`config.mk`:
```
export PLATFORM = sky130hd
export DESIGN_NAME = vme_ownership_mailbox_regs_flat
export DESIGN_NICKNAME = d
export VERILOG_FILES = /design/src/mailbox_pkg.sv /design/src/reg_link_if.sv /design/src/vme_ownership_mailbox_regs.sv /design/src/flat_wrapper.sv
export SDC_FILE = /design/constraint.sdc
export NUM_CORES = 1
export LEC_CHECK = 0
export BUFFER_PORTS_ARGS = -buffer_cell sky130_fd_sc_hd__buf_4
export CAP_MARGIN = 10
export CORE_MARGIN = 4
export CORE_UTILIZATION = 45
export CTS_BUF_LIST = sky130_fd_sc_hd__clkbuf_16
export DETAILED_ROUTE_END_ITERATION = 7
export PLACE_DENSITY = 0.7
export SYNTH_ARGS = -nofsm -noshare
export SYNTH_HDL_FRONTEND = slang
export SYNTH_SLANG_ARGS = --single-unit
```
`constraint.sdc`:
```
create_clock -name CLK -period 6.2 [get_ports CLK]
set_clock_uncertainty 0.1 [all_clocks]
set_input_delay 0.93 -clock CLK [delete_from_list [all_inputs] [get_ports CLK]]
set_output_delay 0.93 -clock CLK [all_outputs]
set_load 0.01 [all_outputs]
```
`src/mailbox_pkg.sv`:
```
// Constants and types shared by the ownership mailbox register bank and its requester
package mailbox_pkg;
  localparam int          ADDR_W          = 12;
  localparam int          DATA_W          = 32;
  localparam logic [11:0] OFS_MSG_ONE     = 12'h34c;
  localparam logic [11:0] OFS_MSG_TWO     = 12'h350;
  localparam logic [11:0] OFS_MSG_THREE   = 12'h354;
  localparam logic [11:0] OFS_LOCK_LOW    = 12'h358;
  localparam logic [11:0] OFS_LOCK_HIGH   = 12'h35c;
  localparam logic [11:0] OFS_MASTER_CTL  = 12'h400;
  localparam int          MSG_WORDS       = 3;
  localparam int          LOCK_COUNT      = 8;
  localparam int          LOCK_FLAG_BIT   = 7;
  localparam int          RETRY_LIMIT_LSB = 28;
  localparam int          RELEASE_CNT_LSB = 24;
  localparam int          ARB_LEVEL_LSB   = 22;
  localparam int          ARB_STYLE_BIT   = 21;
  localparam int          ARB_RELEASE_BIT = 20;
  localparam int          HOLD_REQ_BIT    = 19;
  localparam int          HOLD_GRANT_BIT  = 18;
  localparam int          BURST_LSB       = 12;
  localparam int          BUS_NO_LSB      = 0;
  localparam int          CFG_BUS_LSB     = 16;
  localparam logic [3:0]  RETRY_LIMIT_RST = 4'h8;
  localparam logic [3:0]  RELEASE_CNT_RST = 4'h0;
  localparam logic [1:0]  ARB_LEVEL_RST   = 2'h3;
  localparam logic [3:0]  RELEASE_EVERY   = 4'hf;
  localparam logic [3:0]  RELEASE_MAX_SET = 4'h5;
  localparam logic [12:0] RELEASE_BASE    = 13'h0080;
  localparam int          RETRY_SHIFT     = 6;
  localparam logic [3:0]  LANE_CTL_HOLD   = 4'h4;

  typedef enum logic [1:0] {
    ST_IDLE    = 2'b00,
    ST_POLL    = 2'b01,
    ST_ACCESS  = 2'b10,
    ST_RELEASE = 2'b11
  } req_state_type;
endpackage : mailbox_pkg

```
`src/reg_link_if.sv`:
```
// Register access link between the register bank and its requester
`timescale 1ns/1ps
interface reg_link_if;
  import mailbox_pkg::*;
  logic              req;
  logic              we;
  logic              from_vme;
  logic [ADDR_W-1:0] addr;
  logic [3:0]        be;
  logic [DATA_W-1:0] wdata;
  logic [DATA_W-1:0] rdata;
  logic              ack;

  modport device_mp (input req, we, from_vme, addr, be, wdata, output rdata, ack);
  modport requester_mp (output req, we, from_vme, addr, be, wdata, input rdata, ack);
endinterface : reg_link_if

```
`src/vme_ownership_mailbox_regs.sv`:
```
// Mailbox, lock flag and master control register bank with bus hold logic
`timescale 1ns/1ps
// Summary of operation
// - Owner label writable only while its flag is 0
// - Lock flag registers take single-byte accesses only
// - Hold bit set keeps bus busy asserted
// - Hold bit leaves PCI target traffic untouched
// - No early release while bus is held
// - Poll granted bit low before setting hold
// - Bus error while held: requester clears hold
// - VME masters never set the hold bit
// - Early release when drained byte count reached
// - Code 1111 releases after every transaction
// - Release codes 0-5 mean 128 to 4096 bytes
// - Bus number match gives Type 0, else 1
// - Retry limit: 0 forever, else field times 64
// - Granted bit shows bus held through hold bit
module vme_ownership_mailbox_regs
  import mailbox_pkg::*;
#(
  parameter int RETRY_W = 10,
  parameter int BEAT_W  = 4
) (
  input  wire logic              CLK,
  input  wire logic              SRST,
  reg_link_if.device_mp          LINK,
  input  wire logic              BUS_GRANT,
  output logic                   BBSY_OUT,
  output logic                   EARLY_RELEASE,
  input  wire logic              PW_ACTIVE,
  input  wire logic              PW_BEAT,
  input  wire logic [BEAT_W-1:0] PW_BEAT_BYTES,
  input  wire logic              PW_TXN_END,
  input  wire logic [23:0]       CFG_VME_ADDR,
  output logic                   CFG_TYPE1,
  input  wire logic              RETRY_SEEN,
  input  wire logic              RETRY_DONE,
  output logic                   RETRY_ERR,
  output logic [3:0]             ARB_LEVEL,
  output logic                   ARB_STYLE,
  output logic                   ARB_RELEASE,
  output logic [1:0]             BURST_SIZE
);
  if (RETRY_W < 10 || BEAT_W < 1 || BEAT_W > 13) begin : g_bad_param
    $error("vme_ownership_mailbox_regs: unsupported parameter value");
  end

  logic [DATA_W-1:0] msg_ff [MSG_WORDS];
  logic [7:0]        lock_ff [LOCK_COUNT];
  logic [3:0]        retry_limit_ff;
  logic [3:0]        release_cnt_ff;
  logic [1:0]        arb_level_ff;
  logic              arb_style_ff;
  logic              arb_release_ff;
  logic              hold_req_ff;
  logic              hold_grant_ff;
  logic [1:0]        burst_ff;
  logic [7:0]        bus_no_ff;
  logic              ack_ff;
  logic [DATA_W-1:0] rdata_ff;
  logic              bbsy_ff;
  logic              early_ff;
  logic [12:0]       drained_ff;
  logic [RETRY_W-1:0] retry_cnt_ff;
  logic              retry_err_ff;
  logic              type1_ff;
  logic              take;
  logic              wr;
  logic [DATA_W-1:0] nxt_rdata;
  logic [DATA_W-1:0] ctl_word;
  logic [12:0]       release_bytes;
  logic [12:0]       nxt_drained;
  logic              count_hit;
  logic              early_now;
  logic [RETRY_W-1:0] retry_limit;

  assign take = LINK.req && !ack_ff;
  assign wr   = take && LINK.we;

  // Link answer one cycle after the request is taken
  always_ff @(posedge CLK) begin
    if (SRST) begin
      ack_ff   <= 1'b0;
      rdata_ff <= '0;
    end else begin
      ack_ff <= take;
      if (take) begin
        rdata_ff <= LINK.we ? rdata_ff : nxt_rdata;
      end
    end
  end
  assign LINK.ack   = ack_ff;
  assign LINK.rdata = rdata_ff;

  // Message words, byte lanes, either bus
  for (genvar w = 0; w < MSG_WORDS; w++) begin : g_msg
    for (genvar b = 0; b < 4; b++) begin : g_lane
      always_ff @(posedge CLK) begin
        if (SRST) begin
          msg_ff[w][8*b+:8] <= 8'h00;
        end else if (wr && LINK.be[b] &&
                     LINK.addr == OFS_MSG_ONE + 12'(4 * w)) begin
          msg_ff[w][8*b+:8] <= LINK.wdata[8*b+:8];
        end
      end
    end
  end

  // Lock flags, one flag and owner label per byte lane
  for (genvar s = 0; s < LOCK_COUNT; s++) begin : g_lock
    localparam logic [11:0] LOCK_OFS = (s < 4) ? OFS_LOCK_LOW : OFS_LOCK_HIGH;
    always_ff @(posedge CLK) begin
      if (SRST) begin
        lock_ff[s] <= 8'h00;
      end else if (wr && LINK.be[s%4] && LINK.addr == LOCK_OFS) begin
        lock_ff[s][LOCK_FLAG_BIT] <= LINK.wdata[8*(s%4)+LOCK_FLAG_BIT];
        if (!lock_ff[s][LOCK_FLAG_BIT]) begin
          lock_ff[s][6:0] <= LINK.wdata[8*(s%4)+:7];
        end
      end
    end
  end

  // Master control fields by byte lane
  always_ff @(posedge CLK) begin
    if (SRST) begin
      retry_limit_ff <= RETRY_LIMIT_RST;
      release_cnt_ff <= RELEASE_CNT_RST;
      arb_level_ff   <= ARB_LEVEL_RST;
      arb_style_ff   <= 1'b0;
      arb_release_ff <= 1'b0;
      hold_req_ff    <= 1'b0;
      burst_ff       <= 2'h0;
      bus_no_ff      <= 8'h00;
    end else if (wr && LINK.addr == OFS_MASTER_CTL) begin
      if (LINK.be[3]) begin
        retry_limit_ff <= LINK.wdata[RETRY_LIMIT_LSB+:4];
        release_cnt_ff <= LINK.wdata[RELEASE_CNT_LSB+:4];
      end
      if (LINK.be[2]) begin
        arb_level_ff   <= LINK.wdata[ARB_LEVEL_LSB+:2];
        arb_style_ff   <= LINK.wdata[ARB_STYLE_BIT];
        arb_release_ff <= LINK.wdata[ARB_RELEASE_BIT];
        hold_req_ff    <= LINK.wdata[HOLD_REQ_BIT];
      end
      if (LINK.be[1]) begin
        burst_ff <= LINK.wdata[BURST_LSB+:2];
      end
      if (LINK.be[0]) begin
        bus_no_ff <= LINK.wdata[BUS_NO_LSB+:8];
      end
    end
  end

  always_comb begin
    ctl_word = '0;
    ctl_word[RETRY_LIMIT_LSB+:4] = retry_limit_ff;
    ctl_word[RELEASE_CNT_LSB+:4] = release_cnt_ff;
    ctl_word[ARB_LEVEL_LSB+:2]   = arb_level_ff;
    ctl_word[ARB_STYLE_BIT]      = arb_style_ff;
    ctl_word[ARB_RELEASE_BIT]    = arb_release_ff;
    ctl_word[HOLD_REQ_BIT]       = hold_req_ff;
    ctl_word[HOLD_GRANT_BIT]     = hold_grant_ff;
    ctl_word[BURST_LSB+:2]       = burst_ff;
    ctl_word[BUS_NO_LSB+:8]      = bus_no_ff;
  end

  // Read mux, unmapped offsets read zero
  always_comb begin
    case (LINK.addr)
      OFS_MSG_ONE:    nxt_rdata = msg_ff[0];
      OFS_MSG_TWO:    nxt_rdata = msg_ff[1];
      OFS_MSG_THREE:  nxt_rdata = msg_ff[2];
      OFS_LOCK_LOW:   nxt_rdata = {lock_ff[3], lock_ff[2], lock_ff[1], lock_ff[0]};
      OFS_LOCK_HIGH:  nxt_rdata = {lock_ff[7], lock_ff[6], lock_ff[5], lock_ff[4]};
      OFS_MASTER_CTL: nxt_rdata = ctl_word;
      default:        nxt_rdata = '0;
    endcase
  end

  // Posted write release threshold
  assign release_bytes = RELEASE_BASE << release_cnt_ff[2:0];
  assign nxt_drained   = drained_ff + 13'(PW_BEAT_BYTES);
  assign count_hit     = PW_BEAT && (release_cnt_ff <= RELEASE_MAX_SET) &&
                         (nxt_drained >= release_bytes);
  assign early_now     = bbsy_ff && PW_ACTIVE && !hold_req_ff &&
                         (count_hit ||
                          (release_cnt_ff == RELEASE_EVERY && PW_TXN_END));

  // Bus busy ownership; the hold touches only this, not target traffic
  always_ff @(posedge CLK) begin
    if (SRST) begin
      bbsy_ff <= 1'b0;
      early_ff <= 1'b0;
    end else begin
      early_ff <= early_now;
      if (!bbsy_ff) begin
        bbsy_ff <= BUS_GRANT && (hold_req_ff || PW_ACTIVE);
      end else if (hold_req_ff) begin
        bbsy_ff <= 1'b1;
      end else if (early_now) begin
        bbsy_ff <= 1'b0;
      end else if (!PW_ACTIVE || PW_TXN_END) begin
        bbsy_ff <= 1'b0;
      end
    end
  end

  always_ff @(posedge CLK) begin
    if (SRST) begin
      hold_grant_ff <= 1'b0;
    end else begin
      hold_grant_ff <= hold_req_ff && bbsy_ff;
    end
  end

  always_ff @(posedge CLK) begin
    if (SRST) begin
      drained_ff <= 13'h0000;
    end else if (!bbsy_ff || early_now || PW_TXN_END) begin
      drained_ff <= 13'h0000;
    end else if (PW_BEAT) begin
      drained_ff <= nxt_drained;
    end
  end

  // Retry counting for the PCI master
  assign retry_limit = RETRY_W'(retry_limit_ff) << RETRY_SHIFT;
  always_ff @(posedge CLK) begin
    if (SRST) begin
      retry_cnt_ff <= '0;
      retry_err_ff <= 1'b0;
    end else begin
      retry_err_ff <= 1'b0;
      if (RETRY_DONE) begin
        retry_cnt_ff <= '0;
      end else if (RETRY_SEEN && retry_limit_ff != 4'h0) begin
        if (retry_cnt_ff + 1'b1 >= retry_limit) begin
          retry_cnt_ff <= '0;
          retry_err_ff <= 1'b1;
        end else begin
          retry_cnt_ff <= retry_cnt_ff + 1'b1;
        end
      end
    end
  end

  // Configuration cycle type by bus number
  always_ff @(posedge CLK) begin
    if (SRST) begin
      type1_ff <= 1'b0;
    end else begin
      type1_ff <= CFG_VME_ADDR[CFG_BUS_LSB+:8] != bus_no_ff;
    end
  end

  assign BBSY_OUT      = bbsy_ff;
  assign EARLY_RELEASE = early_ff;
  assign CFG_TYPE1     = type1_ff;
  assign RETRY_ERR     = retry_err_ff;
  assign ARB_LEVEL     = {2'b00, arb_level_ff};
  assign ARB_STYLE     = arb_style_ff;
  assign ARB_RELEASE   = arb_release_ff;
  assign BURST_SIZE    = burst_ff;
endmodule : vme_ownership_mailbox_regs

```
`src/flat_wrapper.sv`:
```
// flat-port wrapper written by rule: the top's interface ports become plain ports
module vme_ownership_mailbox_regs_flat import mailbox_pkg::*;
#(
  parameter int RETRY_W = 10,
  parameter int BEAT_W  = 4
)
  (CLK, SRST, BUS_GRANT, BBSY_OUT, EARLY_RELEASE, PW_ACTIVE, PW_BEAT, PW_BEAT_BYTES, PW_TXN_END, CFG_VME_ADDR, CFG_TYPE1, RETRY_SEEN, RETRY_DONE, RETRY_ERR, ARB_LEVEL, ARB_STYLE, ARB_RELEASE, BURST_SIZE, LINK_req, LINK_we, LINK_from_vme, LINK_addr, LINK_be, LINK_wdata, LINK_rdata, LINK_ack);
  reg_link_if LINK_i ();
  input  wire logic CLK;
  input  wire logic SRST;
  input  wire logic BUS_GRANT;
  output logic BBSY_OUT;
  output logic EARLY_RELEASE;
  input  wire logic PW_ACTIVE;
  input  wire logic PW_BEAT;
  input  wire logic [BEAT_W-1:0] PW_BEAT_BYTES;
  input  wire logic PW_TXN_END;
  input  wire logic [23:0] CFG_VME_ADDR;
  output logic CFG_TYPE1;
  input  wire logic RETRY_SEEN;
  input  wire logic RETRY_DONE;
  output logic RETRY_ERR;
  output logic [3:0] ARB_LEVEL;
  output logic ARB_STYLE;
  output logic ARB_RELEASE;
  output logic [1:0] BURST_SIZE;
  input wire logic [$bits(LINK_i.req)-1:0] LINK_req;
  input wire logic [$bits(LINK_i.we)-1:0] LINK_we;
  input wire logic [$bits(LINK_i.from_vme)-1:0] LINK_from_vme;
  input wire logic [$bits(LINK_i.addr)-1:0] LINK_addr;
  input wire logic [$bits(LINK_i.be)-1:0] LINK_be;
  input wire logic [$bits(LINK_i.wdata)-1:0] LINK_wdata;
  output wire logic [$bits(LINK_i.rdata)-1:0] LINK_rdata;
  output wire logic [$bits(LINK_i.ack)-1:0] LINK_ack;
  assign LINK_i.req = LINK_req;
  assign LINK_i.we = LINK_we;
  assign LINK_i.from_vme = LINK_from_vme;
  assign LINK_i.addr = LINK_addr;
  assign LINK_i.be = LINK_be;
  assign LINK_i.wdata = LINK_wdata;
  assign LINK_rdata = LINK_i.rdata;
  assign LINK_ack = LINK_i.ack;
  vme_ownership_mailbox_regs #(.RETRY_W(RETRY_W), .BEAT_W(BEAT_W)) u_core (.CLK(CLK), .SRST(SRST), .LINK(LINK_i), .BUS_GRANT(BUS_GRANT), .BBSY_OUT(BBSY_OUT), .EARLY_RELEASE(EARLY_RELEASE), .PW_ACTIVE(PW_ACTIVE), .PW_BEAT(PW_BEAT), .PW_BEAT_BYTES(PW_BEAT_BYTES), .PW_TXN_END(PW_TXN_END), .CFG_VME_ADDR(CFG_VME_ADDR), .CFG_TYPE1(CFG_TYPE1), .RETRY_SEEN(RETRY_SEEN), .RETRY_DONE(RETRY_DONE), .RETRY_ERR(RETRY_ERR), .ARB_LEVEL(ARB_LEVEL), .ARB_STYLE(ARB_STYLE), .ARB_RELEASE(ARB_RELEASE), .BURST_SIZE(BURST_SIZE));
endmodule
```
# After elaboration in Yosys (flattened, before gate mapping)
# Memories as Yosys holds them, arrays and structs flattened.
# Index checks and enable logic that the tools add are counted.
dict set report classes {
  addsub 2
  n_lt_le_gt_ge 3
  n_eq_ne 8
  shifts 1
  mux 129
  n_bitwise 30
  n_reduce_logical 54
}
# op count
set op_table {}
lappend op_table {{$pmux W32 S6} 1}
lappend op_table {{$mux W1} 107}
lappend op_table {{$mux W8} 12}
lappend op_table {{$eq A12 B10 Y1 const B} 5}
lappend op_table {{$mux W7} 8}
lappend op_table {{$logic_and A1 B1 Y1} 36}
lappend op_table {{$or A1 B1 Y1} 28}
lappend op_table {{$add A13 B4 Y13} 1}
lappend op_table {{$ge A13 B13 Y1} 1}
lappend op_table {{$shl A8 B3 Y13 const A} 1}
lappend op_table {{$eq A12 B11 Y1 const B} 1}
lappend op_table {{$add A10 B1 Y10 const B} 1}
lappend op_table {{$ge A10 B10 Y1} 1}
lappend op_table {{$mux W10} 1}
lappend op_table {{$reduce_and A2 Y1} 5}
lappend op_table {{$ne A8 B8 Y1} 1}
lappend op_table {{$logic_or A1 B1 Y1} 5}
lappend op_table {{$eq A4 B4 Y1 const B} 1}
lappend op_table {{$le A4 B3 Y1 const B} 1}
lappend op_table {{$logic_not A1 Y1} 4}
lappend op_table {{$reduce_bool A4 Y1} 1}
lappend op_table {{$reduce_or A2 Y1} 2}
lappend op_table {{$reduce_or A3 Y1} 1}
lappend op_table {{$not A1 Y1} 2}
dict set report totals {
  regBits 84
  ram_bits 160
  inputBits 87
  output_inout_bits 45
  word_cells 246
  memories 2
}
# name words width read_ports rd_ports_with_merged_regs wr line
set memory_table {}
lappend memory_table {u_core.msg_ff 3 32 3 0 3 vme_ownership_mailbox_regs.sv:48} ;# logic [DATA_W-1:0] msg_ff [MSG_WORDS];
lappend memory_table {u_core.lock_ff 8 8 8 0 8 vme_ownership_mailbox_regs.sv:49} ;# logic [7:0] lock_ff [LOCK_COUNT];

# Depth between registers and ports, before layout
# Gate-level depths: netlist (run 1).
dict set report logic_depth {
  word_depth 9
  mapped_depth 15
  mapped_depth_nobuf 14
}

# Worst setup path after synthesis (run 1)
# No wires, ideal clock.
dict set report synth_timing {
  kind {input to register}
  from {input port PW_BEAT_BYTES[0]}
  to {register u_core.drained_ff[0]}
  setup_ns 0.128
  t_arrival_ns 3.403
  t_required_ns 5.972
  slack_ns 2.570
  cell_stages 15
  n_path_buf 1
  cell_sequence {ha_1 > inv_1 > fa_1 > nor2b_1 > o21ai_1 > a21o_1 > nor2_1 > xor2_1 > ha_1 > o21ai_0 > a21oi_1 > o221ai_1 > o21ai_1 > clkbuf_1 > nor2_1}
}
dict set report synth_between {
  elab_chain_cells 8
}
# item line
set synth_lines {}
lappend synth_lines {{from (decl)} flat_wrapper.sv:16} ;# input wire logic [BEAT_W-1:0] PW_BEAT_BYTES;
lappend synth_lines {{$add A13 B4 Y13} vme_ownership_mailbox_regs.sv:183} ;# assign nxt_drained = drained_ff + 13'(PW_BEAT_BYTES);
lappend synth_lines {{named net u_core.nxt_drained[10]} vme_ownership_mailbox_regs.sv:72} ;# logic [12:0] nxt_drained;
lappend synth_lines {{$ge A13 B13 Y1} vme_ownership_mailbox_regs.sv:185} ;# (nxt_drained >= release_bytes);
lappend synth_lines {{$logic_and A1 B1 Y1} vme_ownership_mailbox_regs.sv:184} ;# assign count_hit = PW_BEAT && (release_cnt_ff <= RELEASE_MAX_SET) &&
lappend synth_lines {{$logic_or A1 B1 Y1} vme_ownership_mailbox_regs.sv:187} ;# (count_hit ||
lappend synth_lines {{$logic_and A1 B1 Y1} vme_ownership_mailbox_regs.sv:186} ;# assign early_now = bbsy_ff && PW_ACTIVE && !hold_req_ff &&
lappend synth_lines {{$logic_or A1 B1 Y1 (2 in series)} vme_ownership_mailbox_regs.sv:220} ;# end else if (!bbsy_ff || early_now || PW_TXN_END) begin
lappend synth_lines {{$reduce_or A2 Y1 (no line)} --}
lappend synth_lines {{to (signal assigned)} vme_ownership_mailbox_regs.sv:223} ;# drained_ff <= nxt_drained;
lappend synth_lines {{to (decl)} vme_ownership_mailbox_regs.sv:63} ;# logic [12:0] drained_ff;
# The timed path passes the listed nets, and every way through them passes these cells.
# A chain may end at the register's enable or synchronous reset.

# Final worst setup path (run 1)
dict set report layout_timing {
  from {input port PW_BEAT_BYTES[0]}
  to {register u_core.drained_ff[5]}
}
# Same word-level chain as after synthesis.

==> out/metrics.cfg, run 1 <==
[run_status]
outcome = finished, final reports clean

[timing]
slew_headroom_pct = 13.8
whs_ns = 0.384
period_share_pct = 60.3
max_freq_mhz = 267
tns_ns = 0
worst_slew_pin_slew_ns = 1.29
maxSlewViolCount = 0
finalHoldViolCount = 0
period_minus_slack_ns = 3.74
rsz0062_at_grt = false
finalSetupViolCount = 0

[drt]
viasPerCell = 5.82
dr.first_iter.drc_count = 887
drc = 0
drt-total-wl_mm = 29.7
dr.pass1.iters = 5
post_drt_wl_per_cell_um = 20.6
vias = 8414
postRouteAntennaNets = 0

[worst_hold_path]
hp-class = reg -> reg

[power_and_ir_drop]
p_per_area_nw_per_um2 = 260
seqPwrFrac_pct = 52.2
pwr-share-comb_pct = 5.9
p_leak_nw = 4.91
ir_drop_v = 0.000195
clkPwrFrac_pct = 41.9
power_w = 0.00344
p_int_w = 0.00268
p_sw_w = 0.000758
swShare_pct = 22.0

[worst_setup_path]
cp_slowest_cell = o21ai_1
critPathRequiredTime_ns = 6.47
worstSetupStartpointType = primary input
crit_family = compound AO/OA/AOI/OAI gates
crit_path_end_kind = flop
path_cells = buf_4 > ha_1 > inv_1 > fa_1 > nor2b_1 > o21ai_1 > a21o_1 > nor2_1 > xor2_1 > ha_1 > o21ai_0 > a21oi_1 > o221ai_1 > o21ai_1 > nor2_1
path_max_fanout = 13
critPathMaxStageDelay_ns = 0.81
path_class = in -> reg
crit_arrival_ns = 4.01
worst-path-buf-inv = 2

[cts]
cts_resized = 0
postCtsSetupRepairBufs = 0
clock_latency_ns = 0.51
h-tree-depth = 1
hold_buffers = 0
cts-root-buf = clkbuf_16
clk_pin_slew_ns = 0.06
cts_tree = built
cts_max_path_buffers = 3
cts_buffers = 27
clock-sinks = 244

[yosys]
synth-compound-area-share_pct = 15.4
ys_types = 62
ys.flop_type = edfxtp_1
synth_mux_area_share_pct = 2.40
synth_simple_gate_area_share_pct = 18.1
synth_top_cells_by_count = edfxtp_1 (160), and2_1 (147), dfxtp_1 (84)
synthAdderAreaFrac_pct = 1.94
ys_warn_count = 0
yosysMostFrequentCell = edfxtp_1
synth_cells = 1002
syn_area_sq_um = 11300
synth-edff-count = 160
synth.top_cell.area_share_pct = 42.4
syn_area_per_cell_sq_um = 11.3
yosysSeqAreaShare_pct = 57.2
synth_top_family_by_area = simple AND/OR/NAND/NOR gates
synth_xor_area_share_pct = 2.32
synth_top_cells_by_area = edfxtp_1 (42%), dfxtp_1 (15%), and2_1 (8.1%)
synth_seq_cells = 244
synth_area_leader_cell = edfxtp_1
ys_async_sr_fraction_pct = 0

[layout]
num_antenna_cells = 0
synthToLayoutAreaGrowth_pct = 17.1
ff_latch_area_sq_um = 6490
nFillCells = 2197
fin_util_pct = 54.1
drive_above_1_share_pct = 15.2
fin_nets = 1205
multiInputGateArea_sq_um = 4570

[floorplan]
fp.dieArea_sq_um = 27800
core_area_sq_um = 24500
start_util_pct = 46.2
rows = 57
ios = 132
die_y_um = 167
die_x_um = 167

[grt]
grt_pass1_vias = 8400
grt-ovfl-total = 0
antenna_found_initial = 1
grt_pass1_wl_mm = 46.6
gr-usage-all-layers_pct = 20.8
grt_max_degree = 52

[placed_design]
gp_congestion = 0.798
dpl.hpwl_mm = 19.7
port_buffers = 112

[run]
max_cap_violations = 0

[registers in the layout, indices dropped and copies added (netlist names), 2 cells and up]
register	count
u_core.BURST_SIZE	2
u_core.LINK.rdata	32
u_core.arb_level_ff	2
u_core.bus_no_ff	8
u_core.drained_ff	13
u_core.lock_ff	64
u_core.msg_ff	96
u_core.release_cnt_ff	4
u_core.retry_cnt_ff	10
u_core.retry_limit_ff	4
[worst reg2reg max path, cell delays in order (launching register included)]
cell	delay (ns)
dfxtp_1	0.33
ha_1	0.18
inv_1	0.07
fa_1	0.41
nor2b_1	0.17
o21ai_1	0.13
a21o_1	0.26
nor2_1	0.15
xor2_1	0.09
ha_1	0.27
o21ai_0	0.07
a21oi_1	0.12
o221ai_1	0.16
o21ai_1	0.81
nor2_1	0.12
[final cells by class]
| cell class | count | share of cell area (%) |
|---|---|---|
| Sequential cell | 244 | 48.9 |
| Multi-Input combinational cell | 688 | 34.5 |
| Clock buffer | 27 | 5.09 |
| Clock inverter | 22 | 0.896 |
| Tap cell | 324 | 3.06 |
| Timing Repair Buffer | 128 | 7.24 |
| Inverter | 12 | 0.340 |
[through the flow]
| step | area, sq um | cells | worst slack [ns] |
|---|---|---|---|
| global placement | 12500 | 1396 | 1.94 |
| CTS | 13300 | 1445 | 2.47 |
| floorplan | 11300 | 1003 | 2.57 |
| global route | 13300 | 1445 | 2.07 |
| finish | 13300 | 1445 | 2.46 |
| detailed placement | 12500 | 1396 | 1.92 |
[final timing paths]
kind / depth (start not counted) / slack (ns) / endpoint / from
worst max register to register: 14 / 2.62 / u_core.drained_ff[5]$_SDFFE_PP0P_ / u_core.drained_ff[0]$_SDFFE_PP0P_
worst min register to register: 2 / 0.38 / u_core.BURST_SIZE[0]$_SDFFE_PP0P_ / u_core.BURST_SIZE[0]$_SDFFE_PP0P_
worst min-delay path: 2 / 0.38 / u_core.BURST_SIZE[0]$_SDFFE_PP0P_ / u_core.BURST_SIZE[0]$_SDFFE_PP0P_
worst max-delay path: 15 / 2.46 / u_core.drained_ff[5]$_SDFFE_PP0P_ / PW_BEAT_BYTES[0]
[power by group through the flow]
| stage | clock network (W) | registers (W) | logic, W |
|---|---|---|---|
| 2_1_floorplan | 0 | 0.00183 | 0.0000915 |
| 3_3_place_gp | 0 | 0.00183 | 0.000201 |
| 3_5_place_dp | 0 | 0.00183 | 0.000204 |
| 4_1_cts | 0.00147 | 0.00180 | 0.000205 |
| 5_1_grt | 0.00154 | 0.00180 | 0.000220 |
| 6_report | 0.00144 | 0.00180 | 0.000203 |
[cell families (layout without fill, tap and decap cells)]
family	count (synthesis)	count (layout)
other cells	1	2
fa+ha+maj	17	17
simple gates	379	379
buf+inv	71	189
xor+xnor	30	30
mux	27	27
compound gates	233	233
flops	244	244
[layer usage]
layer  track usage [%]  part of all wire (%)  routed length (um)
met1              28.8                    43               12700
met2              34.5                    48               14200
met3              3.60                   7.7                2280
met4              4.48                   1.7                 505
met5                 0                 0.037                  11
[cells in the final DEF (no fill, tap or decap), drive strengths merged, types with 6 or more instances in the layout]
cell type	count
a22o	18
edfxtp	160
clkinv	12
a22oi	40
xor2	19
ha	16
nor3	19
nor2	59
a221o	24
a21oi	40
nand2	62
dfxtp	84
nand3	42
buf	128
inv	21
o21ai	27
xnor2	11
o31ai	9
and2	147
and3	12
clkbuf	27
o22ai	24
mux2i	26
nor2b	7
o221a	24
a211oi	6
Power figures use the tool's default switching activity.
==> inputs of run 2 (changes only) <==
==> constraint.sdc (replaced) <==
create_clock -name CLK -period 3.6 [get_ports CLK]
set_clock_uncertainty 0.1 [all_clocks]
set_input_delay 0.54 -clock CLK [delete_from_list [all_inputs] [get_ports CLK]]
set_output_delay 0.54 -clock CLK [all_outputs]
set_load 0.01 [all_outputs]
==> run 2 against run 1 <==
Net effect:
- via count grew 1.7%
- sequential share of layout area down 1.2 points
- cell area is 2.5% higher
- power up 78%
- first-iteration DRC count fell by 5.0%
- register-to-register slack lost 2.3 ns
- largest cell class unchanged
- largest power group unchanged
==> out/metrics.cfg, run 2 (synthesized netlist as in run 1, its figures left out) <==
[timing]
max_freq_mhz = 306
maxSlewViolCount = 0
tns_ns = 0
whs_ns = 0.160
period_minus_slack_ns = 3.26
finalHoldViolCount = 0
period_share_pct = 90.6
finalSetupViolCount = 0
setup_ws_ns = 0.337
slew_headroom_pct = 43.0
rsz0062_at_grt = false
worst_slew_pin_slew_ns = 0.849

[drt]
post_drt_wl_per_cell_um = 20.2
viasPerCell = 5.78
vias = 8555
postRouteAntennaNets = 0
drt-total-wl_mm = 29.9
dr.first_iter.drc_count = 843
dr.pass1.iters = 5
drc = 0

[grt]
grt_pass1_wl_mm = 47.0
grt_max_degree = 56
grt_pass1_vias = 8400
grt_busiest_layer = met2
met2_usage_pct = 34.6
grt.met3_usage_pct = 3.82
use_met1_pct = 29.2
grt-ovfl-total = 0
antenna_found_initial = 0
gr-usage-all-layers_pct = 21.0

[floorplan]
die_y_um = 167
ios = 132
fp.dieArea_sq_um = 27800
rows = 57
die_x_um = 167
start_util_pct = 46.2
core_area_sq_um = 24500

[placed_design]
placed_area_sq_um = 12700
gp_congestion = 0.817
place_ws_ns = 0.0943
dpl.hpwl_mm = 20.3
port_buffers = 112

[layout]
fin_util_pct = 55.4
synthToLayoutAreaGrowth_pct = 19.9
fin_nets = 1240
mostFrequentLayoutCell = buf_4
num_antenna_cells = 0
final_cell_area_sq_um = 13600
drive_above_1_share_pct = 18.4
top_register = u_core.msg_ff
final_cell_mix = buf_4 (162), edfxtp_1 (160), and2_1 (147), dfxtp_1 (84), nand2_1 (62)
nFillCells = 2148
largest_reg_flops = 96

[worst_setup_path]
crit_family = compound AO/OA/AOI/OAI gates
cp_slowest_cell = a211oi_1
path_cells = ha_1 > nand3_1 > nor2_1 > nand3_1 > xnor2_1 > ha_1 > a2111oi_0 > a221oi_1 > a211oi_1 > a32o_1
worst-path-buf-inv = 0
critPathRequiredTime_ns = 3.97
crit_path_end_kind = flop
critPathMaxStageDelay_ns = 0.62
path_class = reg -> reg
path_max_fanout = 6
worstSetupStartpointType = flop
crit_cells = 10
crit_arrival_ns = 3.63
ff2ff_path_depth = 10

[cts]
clock-sinks = 244
clock_latency_ns = 0.53
postCtsSetupRepairBufs = 0
cts_tree = built
cts_buffers = 26
clk_pin_slew_ns = 0.06
cts_max_path_buffers = 3
cts-root-buf = clkbuf_16
cts_resized = 0
hold_buffers = 0
h-tree-depth = 1

[run]
max_cap_violations = 0

[worst_hold_path]
hp-class = in -> reg
worstHoldPathCells = 3

[power_and_ir_drop]
p_per_area_nw_per_um2 = 450
p_leak_nw = 5.10
ir_drop_v = 0.000284

[run_status]
outcome = finished, final reports clean

run 2: cell count changes in the layout (fill, tap and decap cells not counted):
cell        change
o21ai_2         +1
buf_4          +34
o21ai_1         -1
clkinvlp_4      +2
inv_6           -1
buf_2           +1
inv_1           -3
clkinv_2        +3
clkbuf_4        +1
bufinv_16       +2
clkinv_1        -4
run 2: final timing paths:
check	startpoint	endpoint	slack, ns
hold reg to reg	u_core.ARB_RELEASE$_SDFFE_PP0P_	u_core.ARB_RELEASE$_SDFFE_PP0P_	0.38
setup reg to reg	u_core.retry_cnt_ff[1]$_SDFFE_PP0P_	u_core.retry_cnt_ff[2]$_SDFFE_PP0P_	0.34
setup / recovery	u_core.retry_cnt_ff[1]$_SDFFE_PP0P_	u_core.retry_cnt_ff[2]$_SDFFE_PP0P_	0.34
hold / removal	LINK_wdata[31]	u_core.retry_limit_ff[3]$_SDFFE_PP1P_	0.16
run 2: worst min-delay path: cells and delay by family:
family / cells / cell delay (ns)
simple gates: 2 / 0.12
buf+inv: 1 / 0.09
run 2: report_power, final:
group	total, W	internal [W]	switching, W
Combinational	0.000367	0.000155	0.000212
Clock	0.00265	0.00157	0.00108
Sequential	0.00309	0.00306	0.0000348
Total	0.00611	0.00478	0.00133
run 2: routing by layer:
layer	vias to the layer above	routed length (um)	part of all wire, %
met5	-	0	0
met4	0	451	1.5
met3	37	2190	7.3
met2	326	14300	48
met1	4157	13000	43
li1	4035	-	-
run 2: layout make-up:
| cell class | count | area, sq um | area share (%) |
|---|---|---|---|
| inverters | 12 | 45.0 | 0.331 |
| well taps | 324 | 405 | 2.98 |
| flip-flops and latches | 244 | 6490 | 47.7 |
| multi-input cells | 688 | 4580 | 33.7 |
| repair buffers | 164 | 1230 | 9.04 |
| clock inverters | 21 | 174 | 1.28 |
| clock buffers | 27 | 676 | 4.97 |
run 2: per-stage QoR:
stage	std cells	power, W
after floorplan	1003	0.00331
after global placement	1430	0.00351
after detailed placement	1430	0.00352
after CTS	1478	0.00615
after global routing	1480	0.00631
final	1480	0.00611
